$ cat config.mk
export PLATFORM = sky130hd
export DESIGN_NAME = cpr_top
export DESIGN_NICKNAME = d
export VERILOG_FILES = /design/src/rtl/cpr_pkg.sv /design/src/rtl/cpr_top.sv
export SDC_FILE = /design/constraint.sdc
export NUM_CORES = 2
export LEC_CHECK = 0
export BUFFER_PORTS_ARGS = -buffer_cell sky130_fd_sc_hd__buf_2
export CAP_MARGIN = 25
export CORE_MARGIN = 2
export CORE_UTILIZATION = 59
export CTS_BUF_LIST = sky130_fd_sc_hd__clkbuf_8 sky130_fd_sc_hd__clkbuf_16
export CTS_CLUSTER_DIAMETER = 120
export DETAILED_ROUTE_END_ITERATION = 8
export PLACE_DENSITY_LB_ADDON = 0.12
export SLEW_MARGIN = 20
export SYNTH_ARGS = -nofsm -noshare
export SYNTH_HDL_FRONTEND = slang
export SYNTH_SLANG_ARGS = --single-unit
$ cat constraint.sdc
create_clock -name CLK_I -period 20.9 [get_ports CLK_I]
set_input_delay 4.18 -clock CLK_I [delete_from_list [all_inputs] [get_ports CLK_I]]
set_output_delay 4.18 -clock CLK_I [all_outputs]
set_load 0.005 [all_outputs]
$ cat src/rtl/cpr_pkg.sv
// constants, types and register map of the commutation phase reference block
// Notes on behaviour
// V hall edge while U low is hall zero, equal to cycle zero at zero offset.
// Hall offset is bits 21..16 of hall config, 0..63, 1/64 cycle each.
// 24-bit phase position register, readable always, writable to force the angle.
// Hall reference runs at reset if power-on enable set, else on motor-reset command. Hall mode resets off, so the reset reference ends with no hall load.
// Automatic hall reference never uses the stored phase offset value.
// In-position flag set only while following error magnitude is below the band.
// Host homes on index, waits for in-position, then writes stored offset to phase.
// Commutation angle advanced in motion direction by advance gain times velocity.
// No velocity phase advance while commutating from hall inputs.
// Induction: magnetization current along rotor field, torque current perpendicular to it.
// Induction: field angle advances each update by slip gain times torque command.
// One slip gain unit is two to the minus 38 cycles per update per count.
// Phase update rate divided from master clock by straps, default 9.04 kHz.
// Top bit of hall config selects hall power-on phase referencing.
// Hall U, V, W are sampled at flag bits 22, 21, 20.
// Bit 22 of hall config reverses hall direction sense.
// Each valid hall state maps to a sector angle, plus offset mod 64, into phase.
package cpr_pkg;
  // ==========================================
  // timing
  localparam int unsigned CLK_HZ = 125_000_000;
  localparam int unsigned PHASE_RATE_HZ = 9040;
  localparam int unsigned UPDATE_DIV = CLK_HZ / PHASE_RATE_HZ;
  // ==========================================
  // register offsets (byte addresses)
  localparam logic [5:0] OFS_HALL_CFG = 6'h00;
  localparam logic [5:0] OFS_CONTROL = 6'h04;
  localparam logic [5:0] OFS_STORED_OFS = 6'h08;
  localparam logic [5:0] OFS_INPOS_BAND = 6'h0C;
  localparam logic [5:0] OFS_PHASE_POS = 6'h10;
  localparam logic [5:0] OFS_ADV_GAIN = 6'h14;
  localparam logic [5:0] OFS_MAG_CUR = 6'h18;
  localparam logic [5:0] OFS_SLIP_GAIN = 6'h1C;
  localparam logic [5:0] OFS_STATUS = 6'h20;
  // ==========================================
  // field positions
  localparam int unsigned CTL_POWER_ON_BIT = 0;
  localparam int unsigned CTL_INDUCTION_BIT = 1;
  localparam int unsigned CTL_MOTOR_RESET_BIT = 2;
  localparam int unsigned ST_INPOS_BIT = 0;
  localparam int unsigned ST_REF_DONE_BIT = 1;
  localparam int unsigned ST_REF_WAIT_BIT = 2;
  localparam int unsigned ST_HALL_FAULT_BIT = 3;
  localparam int unsigned ST_HALL_LSB = 4;
  localparam int unsigned HALL_U_BIT = 22;
  localparam int unsigned HALL_V_BIT = 21;
  localparam int unsigned HALL_W_BIT = 20;
  localparam int unsigned SECTOR_SHIFT = 18;
  localparam int unsigned SLIP_FRAC = 38;
  localparam int unsigned ADV_SHIFT = 8;
  // ==========================================
  // reset values
  localparam logic [23:0] HALL_CFG_RST = 24'h000000;
  localparam logic [1:0] CONTROL_RST = 2'h1;
  localparam logic [23:0] WORD24_RST = 24'h000000;
  localparam logic [15:0] WORD16_RST = 16'h0000;
  // ==========================================
  // hall states (U,V,W) and sector angles in 1/64 cycle
  localparam logic [2:0] HALL_S0 = 3'h3;
  localparam logic [2:0] HALL_S1 = 3'h2;
  localparam logic [2:0] HALL_S2 = 3'h6;
  localparam logic [2:0] HALL_S3 = 3'h4;
  localparam logic [2:0] HALL_S4 = 3'h5;
  localparam logic [2:0] HALL_S5 = 3'h1;
  localparam logic [5:0] SECT_A0 = 6'h00;
  localparam logic [5:0] SECT_A1 = 6'h0B;
  localparam logic [5:0] SECT_A2 = 6'h15;
  localparam logic [5:0] SECT_A3 = 6'h20;
  localparam logic [5:0] SECT_A4 = 6'h2B;
  localparam logic [5:0] SECT_A5 = 6'h35;
  // ==========================================
  // types
  typedef struct packed {
    logic hall_mode;
    logic reverse;
    logic [5:0] offset;
    logic [15:0] address;
  } cpr_hall_cfg_t;
  typedef struct packed {
    logic [23:0] angle;
    logic signed [15:0] iq;
    logic signed [15:0] id;
  } cpr_drive_t;
  typedef enum logic [1:0] {
    REF_IDLE = 2'b00,
    REF_WAIT = 2'b01,
    REF_DONE = 2'b11
  } cpr_ref_state_t;
endpackage : cpr_pkg

$ cat src/rtl/cpr_top.sv
// commutation phase reference, phase advance and slip logic with avalon-mm registers
`timescale 1ns/100ps
module cpr_top #(
  parameter int unsigned UPDATE_DIV_P = cpr_pkg::UPDATE_DIV
) (
  // clock and reset
  input wire logic CLK_I,
  input wire logic NRST_I,
  // avalon-mm slave
  input wire logic [5:0] AVS_ADDRESS_I,
  input wire logic AVS_READ_I,
  input wire logic AVS_WRITE_I,
  input wire logic [31:0] AVS_WRITEDATA_I,
  output logic [31:0] AVS_READDATA_O,
  output logic AVS_WAITREQUEST_O,
  // pins: flag register bits and straps
  input wire logic [23:0] FLAG_WORD_I,
  input wire logic [1:0] STRAP_DIV_I,
  // servo side, same clock
  input wire logic signed [23:0] FOLLOW_ERR_I,
  input wire logic signed [15:0] VELOCITY_I,
  input wire logic signed [15:0] IQ_CMD_I,
  input wire logic signed [23:0] PHASE_DELTA_I,
  // amplifier side
  output cpr_pkg::cpr_drive_t DRIVE_O,
  output logic PHASE_UPDATE_O,
  output logic IN_POSITION_O
);
  // ==========================================
  // pin synchronisers
  logic [2:0] hall_meta;
  logic [2:0] hall;
  logic [1:0] strap_meta;
  logic [1:0] strap_sync;
  always_ff @(posedge CLK_I) begin
    if (!NRST_I) begin
      hall_meta <= 3'h0;
      hall <= 3'h0;
      strap_meta <= 2'h0;
      strap_sync <= 2'h0;
    end else begin
      hall_meta <= {FLAG_WORD_I[cpr_pkg::HALL_U_BIT], FLAG_WORD_I[cpr_pkg::HALL_V_BIT],
                    FLAG_WORD_I[cpr_pkg::HALL_W_BIT]};
      hall <= hall_meta;
      strap_meta <= STRAP_DIV_I;
      strap_sync <= strap_meta;
    end
  end

  // ==========================================
  // registers
  cpr_pkg::cpr_hall_cfg_t hall_cfg;
  logic [1:0] control;
  logic [23:0] stored_ofs;
  logic [23:0] inpos_band;
  logic [23:0] phase_pos;
  logic signed [15:0] adv_gain;
  logic signed [15:0] mag_cur;
  logic [23:0] slip_gain;
  logic ack;
  logic in_pos;
  logic hall_fault;
  logic upd;
  cpr_pkg::cpr_ref_state_t ref_state;

  wire req = AVS_READ_I | AVS_WRITE_I;
  wire wr_en = AVS_WRITE_I & ack;
  wire wr_hall = wr_en & (AVS_ADDRESS_I == cpr_pkg::OFS_HALL_CFG);
  wire wr_ctl = wr_en & (AVS_ADDRESS_I == cpr_pkg::OFS_CONTROL);
  wire wr_sofs = wr_en & (AVS_ADDRESS_I == cpr_pkg::OFS_STORED_OFS);
  wire wr_band = wr_en & (AVS_ADDRESS_I == cpr_pkg::OFS_INPOS_BAND);
  wire wr_phase = wr_en & (AVS_ADDRESS_I == cpr_pkg::OFS_PHASE_POS);
  wire wr_adv = wr_en & (AVS_ADDRESS_I == cpr_pkg::OFS_ADV_GAIN);
  wire wr_mag = wr_en & (AVS_ADDRESS_I == cpr_pkg::OFS_MAG_CUR);
  wire wr_slip = wr_en & (AVS_ADDRESS_I == cpr_pkg::OFS_SLIP_GAIN);
  wire motor_reset_cmd = wr_ctl & AVS_WRITEDATA_I[cpr_pkg::CTL_MOTOR_RESET_BIT];
  wire power_on_en = control[cpr_pkg::CTL_POWER_ON_BIT];
  wire induction = control[cpr_pkg::CTL_INDUCTION_BIT];
  wire [7:0] status = {1'b0, hall, hall_fault, ref_state == cpr_pkg::REF_WAIT,
                       ref_state == cpr_pkg::REF_DONE, in_pos};

  assign AVS_WAITREQUEST_O = req & ~ack;

  logic [31:0] rd_mux;
  always_comb begin
    unique case (AVS_ADDRESS_I)
      cpr_pkg::OFS_HALL_CFG: rd_mux = {8'h00, hall_cfg};
      cpr_pkg::OFS_CONTROL: rd_mux = {30'h00000000, control};
      cpr_pkg::OFS_STORED_OFS: rd_mux = {8'h00, stored_ofs};
      cpr_pkg::OFS_INPOS_BAND: rd_mux = {8'h00, inpos_band};
      cpr_pkg::OFS_PHASE_POS: rd_mux = {8'h00, phase_pos};
      cpr_pkg::OFS_ADV_GAIN: rd_mux = {16'h0000, adv_gain};
      cpr_pkg::OFS_MAG_CUR: rd_mux = {16'h0000, mag_cur};
      cpr_pkg::OFS_SLIP_GAIN: rd_mux = {8'h00, slip_gain};
      cpr_pkg::OFS_STATUS: rd_mux = {24'h000000, status};
      default: rd_mux = 32'h00000000;
    endcase
  end

  always_ff @(posedge CLK_I) begin
    if (!NRST_I) begin
      ack <= 1'b0;
      AVS_READDATA_O <= 32'h00000000;
    end else begin
      ack <= req & ~ack;
      AVS_READDATA_O <= (AVS_READ_I & ~ack) ? rd_mux : AVS_READDATA_O;
    end
  end

  always_ff @(posedge CLK_I) begin
    if (!NRST_I) begin
      hall_cfg <= cpr_pkg::HALL_CFG_RST;
      control <= cpr_pkg::CONTROL_RST;
      stored_ofs <= cpr_pkg::WORD24_RST;
      inpos_band <= cpr_pkg::WORD24_RST;
      adv_gain <= cpr_pkg::WORD16_RST;
      mag_cur <= cpr_pkg::WORD16_RST;
      slip_gain <= cpr_pkg::WORD24_RST;
    end else begin
      if (wr_hall) hall_cfg <= AVS_WRITEDATA_I[23:0];
      if (wr_ctl) control <= AVS_WRITEDATA_I[1:0];
      if (wr_sofs) stored_ofs <= AVS_WRITEDATA_I[23:0];
      if (wr_band) inpos_band <= AVS_WRITEDATA_I[23:0];
      if (wr_adv) adv_gain <= AVS_WRITEDATA_I[15:0];
      if (wr_mag) mag_cur <= AVS_WRITEDATA_I[15:0];
      if (wr_slip) slip_gain <= AVS_WRITEDATA_I[23:0];
    end
  end

  // ==========================================
  // phase update divider from straps
  logic [1:0] init_cnt;
  logic [1:0] strap;
  logic [17:0] div_cnt;
  wire [17:0] div_len = 18'(UPDATE_DIV_P) * {16'h0000, strap} + 18'(UPDATE_DIV_P);
  always_ff @(posedge CLK_I) begin
    if (!NRST_I) begin
      init_cnt <= 2'h0;
      strap <= 2'h0;
      div_cnt <= 18'h00000;
      upd <= 1'b0;
    end else begin
      init_cnt <= (init_cnt == 2'h3) ? init_cnt : init_cnt + 2'h1;
      if (init_cnt == 2'h2) strap <= strap_sync;
      div_cnt <= (div_cnt + 18'h00001 >= div_len) ? 18'h00000 : div_cnt + 18'h00001;
      upd <= (init_cnt == 2'h3) && (div_cnt + 18'h00001 >= div_len);
    end
  end
  assign PHASE_UPDATE_O = upd;

  // ==========================================
  // hall rough phase reference
  logic [5:0] sector;
  always_comb begin
    hall_fault = 1'b0;
    unique case (hall)
      cpr_pkg::HALL_S0: sector = cpr_pkg::SECT_A0;
      cpr_pkg::HALL_S1: sector = cpr_pkg::SECT_A1;
      cpr_pkg::HALL_S2: sector = cpr_pkg::SECT_A2;
      cpr_pkg::HALL_S3: sector = cpr_pkg::SECT_A3;
      cpr_pkg::HALL_S4: sector = cpr_pkg::SECT_A4;
      cpr_pkg::HALL_S5: sector = cpr_pkg::SECT_A5;
      default: begin
        sector = 6'h00;
        hall_fault = 1'b1;
      end
    endcase
  end
  wire [5:0] sector_dir = hall_cfg.reverse ? 6'h00 - sector : sector;
  wire [5:0] ref_angle = sector_dir + hall_cfg.offset;
  wire ref_load = (ref_state == cpr_pkg::REF_WAIT) & ~hall_fault;

  always_ff @(posedge CLK_I) begin
    if (!NRST_I) begin
      ref_state <= cpr_pkg::CONTROL_RST[cpr_pkg::CTL_POWER_ON_BIT] ? cpr_pkg::REF_WAIT : cpr_pkg::REF_IDLE;
    end else begin
      unique case (ref_state)
        cpr_pkg::REF_IDLE: if (motor_reset_cmd) ref_state <= cpr_pkg::REF_WAIT;
        cpr_pkg::REF_WAIT: if (ref_load || !hall_cfg.hall_mode) ref_state <= cpr_pkg::REF_DONE;
        cpr_pkg::REF_DONE: if (motor_reset_cmd) ref_state <= cpr_pkg::REF_WAIT;
        default: ref_state <= cpr_pkg::REF_IDLE;
      endcase
    end
  end
  wire hall_load = ref_load & hall_cfg.hall_mode;

  // ==========================================
  // phase position, advance and slip
  logic [37:0] field_acc;
  wire signed [31:0] adv_prod = adv_gain * VELOCITY_I;
  wire [23:0] adv_term = hall_cfg.hall_mode ? 24'h000000 : adv_prod[cpr_pkg::ADV_SHIFT +: 24];
  wire signed [40:0] slip_inc = $signed({1'b0, slip_gain}) * IQ_CMD_I;
  wire [23:0] slip_angle = induction ? field_acc[cpr_pkg::SLIP_FRAC - 1 -: 24] : 24'h000000;
  wire [23:0] angle_sum = phase_pos + slip_angle + adv_term;

  always_ff @(posedge CLK_I) begin
    if (!NRST_I) begin
      phase_pos <= cpr_pkg::WORD24_RST;
    end else if (hall_load) begin
      phase_pos <= {ref_angle, 18'h00000};
    end else if (wr_phase) begin
      phase_pos <= AVS_WRITEDATA_I[23:0];
    end else if (upd) begin
      phase_pos <= phase_pos + PHASE_DELTA_I;
    end
  end

  always_ff @(posedge CLK_I) begin
    if (!NRST_I) begin
      field_acc <= 38'h0000000000;
      DRIVE_O <= '0;
    end else if (upd) begin
      field_acc <= induction ? field_acc + slip_inc[37:0] : 38'h0000000000;
      DRIVE_O.angle <= angle_sum;
      DRIVE_O.iq <= IQ_CMD_I;
      DRIVE_O.id <= induction ? mag_cur : 16'h0000;
    end
  end

  // ==========================================
  // in-position flag
  wire [23:0] err_mag = FOLLOW_ERR_I[23] ? 24'h000000 - FOLLOW_ERR_I : FOLLOW_ERR_I;
  always_ff @(posedge CLK_I) begin
    if (!NRST_I) begin
      in_pos <= 1'b0;
    end else begin
      in_pos <= err_mag < inpos_band;
    end
  end
  assign IN_POSITION_O = in_pos;

  // ==========================================
  // assertions
  a_hall_zero_point: assert property (@(posedge CLK_I) disable iff (!NRST_I)
    hall_load && hall == cpr_pkg::HALL_S0 && hall_cfg.offset == 6'h00 |=> phase_pos == 24'h000000)
    else $error("hall zero point not at cycle zero");
  a_offset_load: assert property (@(posedge CLK_I) disable iff (!NRST_I)
    hall_load |=> phase_pos[23:18] == $past(sector_dir + hall_cfg.offset))
    else $error("hall offset not added to sector");
  a_stored_unused: assert property (@(posedge CLK_I) disable iff (!NRST_I)
    hall_load |=> phase_pos[17:0] == 18'h00000)
    else $error("hall reference used more than sector and offset");
  a_phase_write: assert property (@(posedge CLK_I) disable iff (!NRST_I)
    wr_phase && !hall_load |=> phase_pos == $past(AVS_WRITEDATA_I[23:0]))
    else $error("phase position write lost");
  a_motor_reset: assert property (@(posedge CLK_I) disable iff (!NRST_I)
    motor_reset_cmd && ref_state != cpr_pkg::REF_WAIT |=> ref_state == cpr_pkg::REF_WAIT)
    else $error("motor reset did not start reference");
  a_in_position: assert property (@(posedge CLK_I) disable iff (!NRST_I)
    IN_POSITION_O |-> $past(err_mag < inpos_band))
    else $error("in-position flag with large error");
  a_no_hall_adv: assert property (@(posedge CLK_I) disable iff (!NRST_I)
    upd && hall_cfg.hall_mode && !induction |=> DRIVE_O.angle == $past(phase_pos))
    else $error("phase advance applied in hall mode");
  a_vel_advance: assert property (@(posedge CLK_I) disable iff (!NRST_I)
    upd && !hall_cfg.hall_mode && !induction |=> DRIVE_O.angle == $past(phase_pos + adv_prod[31:8]))
    else $error("velocity advance wrong");
  a_slip_step: assert property (@(posedge CLK_I) disable iff (!NRST_I)
    upd && induction |=> field_acc == $past(field_acc + slip_inc[37:0]))
    else $error("slip angle step wrong");
  a_mag_current: assert property (@(posedge CLK_I) disable iff (!NRST_I)
    upd |=> DRIVE_O.id == ($past(induction) ? $past(mag_cur) : 16'h0000) && DRIVE_O.iq == $past(IQ_CMD_I))
    else $error("drive currents wrong");
  a_update_gap: assert property (@(posedge CLK_I) disable iff (!NRST_I)
    upd |=> !upd [*8])
    else $error("phase updates too close");
  a_bus_wait: assert property (@(posedge CLK_I) disable iff (!NRST_I)
    req && !ack |-> AVS_WAITREQUEST_O ##1 (!req || !AVS_WAITREQUEST_O))
    else $error("waitrequest answer wrong");
  a_hall_sync: assert property (@(posedge CLK_I) disable iff (!NRST_I)
    1'b1 |-> hall == $past(hall_meta))
    else $error("hall synchroniser skipped a stage");
  a_reverse_sense: assert property (@(posedge CLK_I) disable iff (!NRST_I)
    hall_load && hall_cfg.reverse |=> phase_pos[23:18] == $past(6'h00 - sector + hall_cfg.offset))
    else $error("reversed hall sense wrong");
  a_mode_skip: assert property (@(posedge CLK_I) disable iff (!NRST_I)
    ref_state == cpr_pkg::REF_WAIT && !hall_cfg.hall_mode && !wr_phase && !upd |=> phase_pos == $past(phase_pos))
    else $error("reference loaded with hall mode off");
  a_hall_fault_wait: assert property (@(posedge CLK_I) disable iff (!NRST_I)
    ref_state == cpr_pkg::REF_WAIT && hall_fault && hall_cfg.hall_mode |=> ref_state == cpr_pkg::REF_WAIT)
    else $error("invalid hall state ended the reference");
  a_phase_update: assert property (@(posedge CLK_I) disable iff (!NRST_I)
    upd && !hall_load && !wr_phase |=> phase_pos == $past(phase_pos + PHASE_DELTA_I))
    else $error("phase position step wrong");
  a_drive_hold: assert property (@(posedge CLK_I) disable iff (!NRST_I)
    !upd |=> $stable(DRIVE_O))
    else $error("drive changed between phase updates");
  a_read_data: assert property (@(posedge CLK_I) disable iff (!NRST_I)
    AVS_READ_I && !ack |=> AVS_READDATA_O == $past(rd_mux))
    else $error("read data not loaded");
  a_inpos_clear: assert property (@(posedge CLK_I) disable iff (!NRST_I)
    !IN_POSITION_O |-> $past(err_mag >= inpos_band))
    else $error("in-position flag missing with small error");
  // ==========================================
  // covers
  c_hall_load: cover property (@(posedge CLK_I) disable iff (!NRST_I) hall_load);
  c_induction: cover property (@(posedge CLK_I) disable iff (!NRST_I) upd && induction && slip_gain != 24'h000000);
  c_phase_write: cover property (@(posedge CLK_I) disable iff (!NRST_I) wr_phase && in_pos);
  c_power_on: cover property (@(posedge CLK_I) disable iff (!NRST_I) motor_reset_cmd && !power_on_en);
  c_reverse_load: cover property (@(posedge CLK_I) disable iff (!NRST_I) hall_load && hall_cfg.reverse);
endmodule : cpr_top

==> run summary <==
status: complete, no violations
Final GP Congestion: 0.942
crit path capture type: flip-flop
RSZ-0062 raised after global routing: false
level count of the clock H-tree: 2
vias per inst: 5.73
Rel. slew slack: 25.5%
Netlist Area Pre-Place: 0.0390 mm2
initial antenna violation count: 2
hpwl dp: 83.3 mm
width of the die: 261 um
clock sinks: 309
#FFs+latches synth: 309
total grt overflow: 0
slowest CP cell: fa_1
P&R area growth vs syn: 7.66%
Worst setup SP type: input pin
GRT Max-Usage Layer: met2
power density cells: 37.2 mW/mm2
Leak: 19.6 nW
VDD IR-drop max: 0.0484 mV
fmax: 74.3 MHz
Data required, critical path: 21.36 ns
fin. max-slew vios: 0
vias: 31428
routing usage on met2: 53.8%
setup TNS: 0 ns
met3 Use GR: 4.89%
final cell utilization of the core: 64.0%
total core area: 0.0656 mm2
DIE HEIGHT: 261 um
crit-path leading delay family: adder cells
vias in the first global route: 31978
row count: 94
ANT nets after route: 0
Cells after Synth: 4531
GRT met1 Usage: 43.6%
Die ar.: 0.0682 mm2
nets: 5667
PortBufs: 201
ant diodes: 0
clk_lat worst skew: 0.58 ns
synth unique cells: 70
pre-CTS WS: 7.11 ns
Layout fillers: 5732
Seq/Total Area, Yosys: 15.9%
warning count from the yosys run: 0
cell mode on critical path: fa_1
first-pass GRT wire length: 173 mm
clock buffer depth: 3
Worst-Margin Slew: 1.12 ns
HP Class: reg -> reg
CTS tree: done
kind of critical path: in -> reg
Residual DRC: 0
Final Skew: 0.0349 ns
Clk pin slew, worst setup/hold paths: 0.06 ns
GRT Util Overall: 32.7%
worst stage delay on the critical path: 0.57 ns
drt total wl: 108 mm
wire per inst: 19.7 um
Hold Fails Final Rpt: 0
CP Max Fanout: 16
hold-fix buffers at CTS: 0
Num CTS Buffers: 38
most frequent cell after synthesis: inv_1
share of the synthesized area in the top cell type: 32.3%
Max Cap Viol: 0
# resized after CTS: 0
synth top area cells: fa_1 32%, dfxtp_1 16%, ha_1 9.6%
1st-pass router iterations: 8
Root Buffer: clkbuf_16
share of cells above drive strength 1: 7.68%
Async SR Flop Fraction: 0%
Post-synth top flop: dfxtp_1
IO Pins: 239
Post-synth EDFFs: 0
syn_area_per_cell: 8.61 um2
leading area contributor after synthesis: fa_1
Initial Util: 59.4%
1st-iter DRT viols: 2344
Buf/Inv on CP: 7
final setup fails: 0
final worst slack: 7.44 ns
Tmin final: 13.46 ns
largest net degree at the start of global routing: 145
top post-synthesis cells by count: 714 x inv_1, 708 x nand2_1, 630 x fa_1, 309 x dfxtp_1, 298 x ha_1
WP data arrival: 13.92 ns
Final Cycle Share: 64.4%
setup bufs post-CTS: 0
==> sequential cells by signal, indices dropped and copies added, names as in the netlist, 3 cells and up <==
signal / flops
slip_gain: 24
stored_ofs: 24
adv_gain: 16
mag_cur: 16
DRIVE_O: 56
hall_cfg: 24
hall: 3
hall_meta: 3
div_cnt: 18
phase_pos: 24
AVS_READDATA_O: 24
field_acc: 38
inpos_band: 24
==> metal layers <==
metal	wire, um	up-vias
met5	14	-
met4	4440	2
met3	7960	220
met2	51300	1116
met1	44100	15751
li1	-	14339
==> kinds of logic after synthesis <==
logic type | Yosys count | synth area share (%)
simple gates | 1453 | 17.0
buf+inv | 958 | 9.32
fa+ha+maj | 928 | 41.9
compound gates | 668 | 10.8
flops | 309 | 15.9
xor+xnor | 151 | 3.39
mux | 63 | 1.69
other cells | 1 | 0.00962
==> through the flow <==
step | hold WS (ns) | area, um2 | total power [W] | cells
3_5_place_dp | 0.417 | 40600 | 0.000856 | 5413
3_3_place_gp | 0.417 | 40600 | 0.000852 | 5412
5_1_grt | 0.449 | 42000 | 0.00162 | 5484
6_report | 0.432 | 42000 | 0.00156 | 5484
2_1_floorplan | 0.412 | 39000 | 0.000772 | 4540
4_1_cts | 0.432 | 41900 | 0.00157 | 5482
==> path summary, 6_finish.rpt <==
| check | start | end | cells past startpoint | slack [ns] |
|---|---|---|---|---|
| worst max-delay path | VELOCITY_I[7] | DRIVE_O[55] | 38 | 7.44 |
| worst max register to register | adv_gain[7] | DRIVE_O[55] | 37 | 10.44 |
| worst min-delay path | strap_meta[0] | strap_sync[0] | 1 | 0.43 |
| worst min register to register | strap_meta[0] | strap_sync[0] | 1 | 0.43 |
==> cell usage in the layout, fill, tap and decap left out, types with 49 or more instances in the layout <==
| master | n |
|---|---|
| a21o_1 | 53 |
| a21oi_1 | 274 |
| a22oi_1 | 74 |
| and2_1 | 280 |
| buf_2 | 201 |
| buf_4 | 50 |
| dfxtp_1 | 307 |
| fa_1 | 630 |
| ha_1 | 298 |
| inv_1 | 716 |
| mux2i_1 | 49 |
| nand2_1 | 708 |
| nand2b_1 | 54 |
| nor2_1 | 251 |
| o21ai_0 | 74 |
| xnor2_1 | 102 |
| xor2_1 | 49 |
==> layout make-up <==
type	count	area (um2)	area share [%]
well taps	864	1080	2.57
inverters	715	2690	6.41
clock inverters	27	320	0.763
repair buffers	254	1440	3.43
flip-flops and latches	309	6190	14.7
multi-input cells	3273	29300	69.7
clock buffers	42	1010	2.40
==> where the power goes <==
| part | total (W) | switching, W | internal (W) |
|---|---|---|---|
| Sequential | 0.000609 | 0.0000111 | 0.000598 |
| Clock | 0.000713 | 0.000288 | 0.000425 |
| Combinational | 0.000239 | 0.000155 | 0.0000843 |
(Power assumes the default switching activity.)
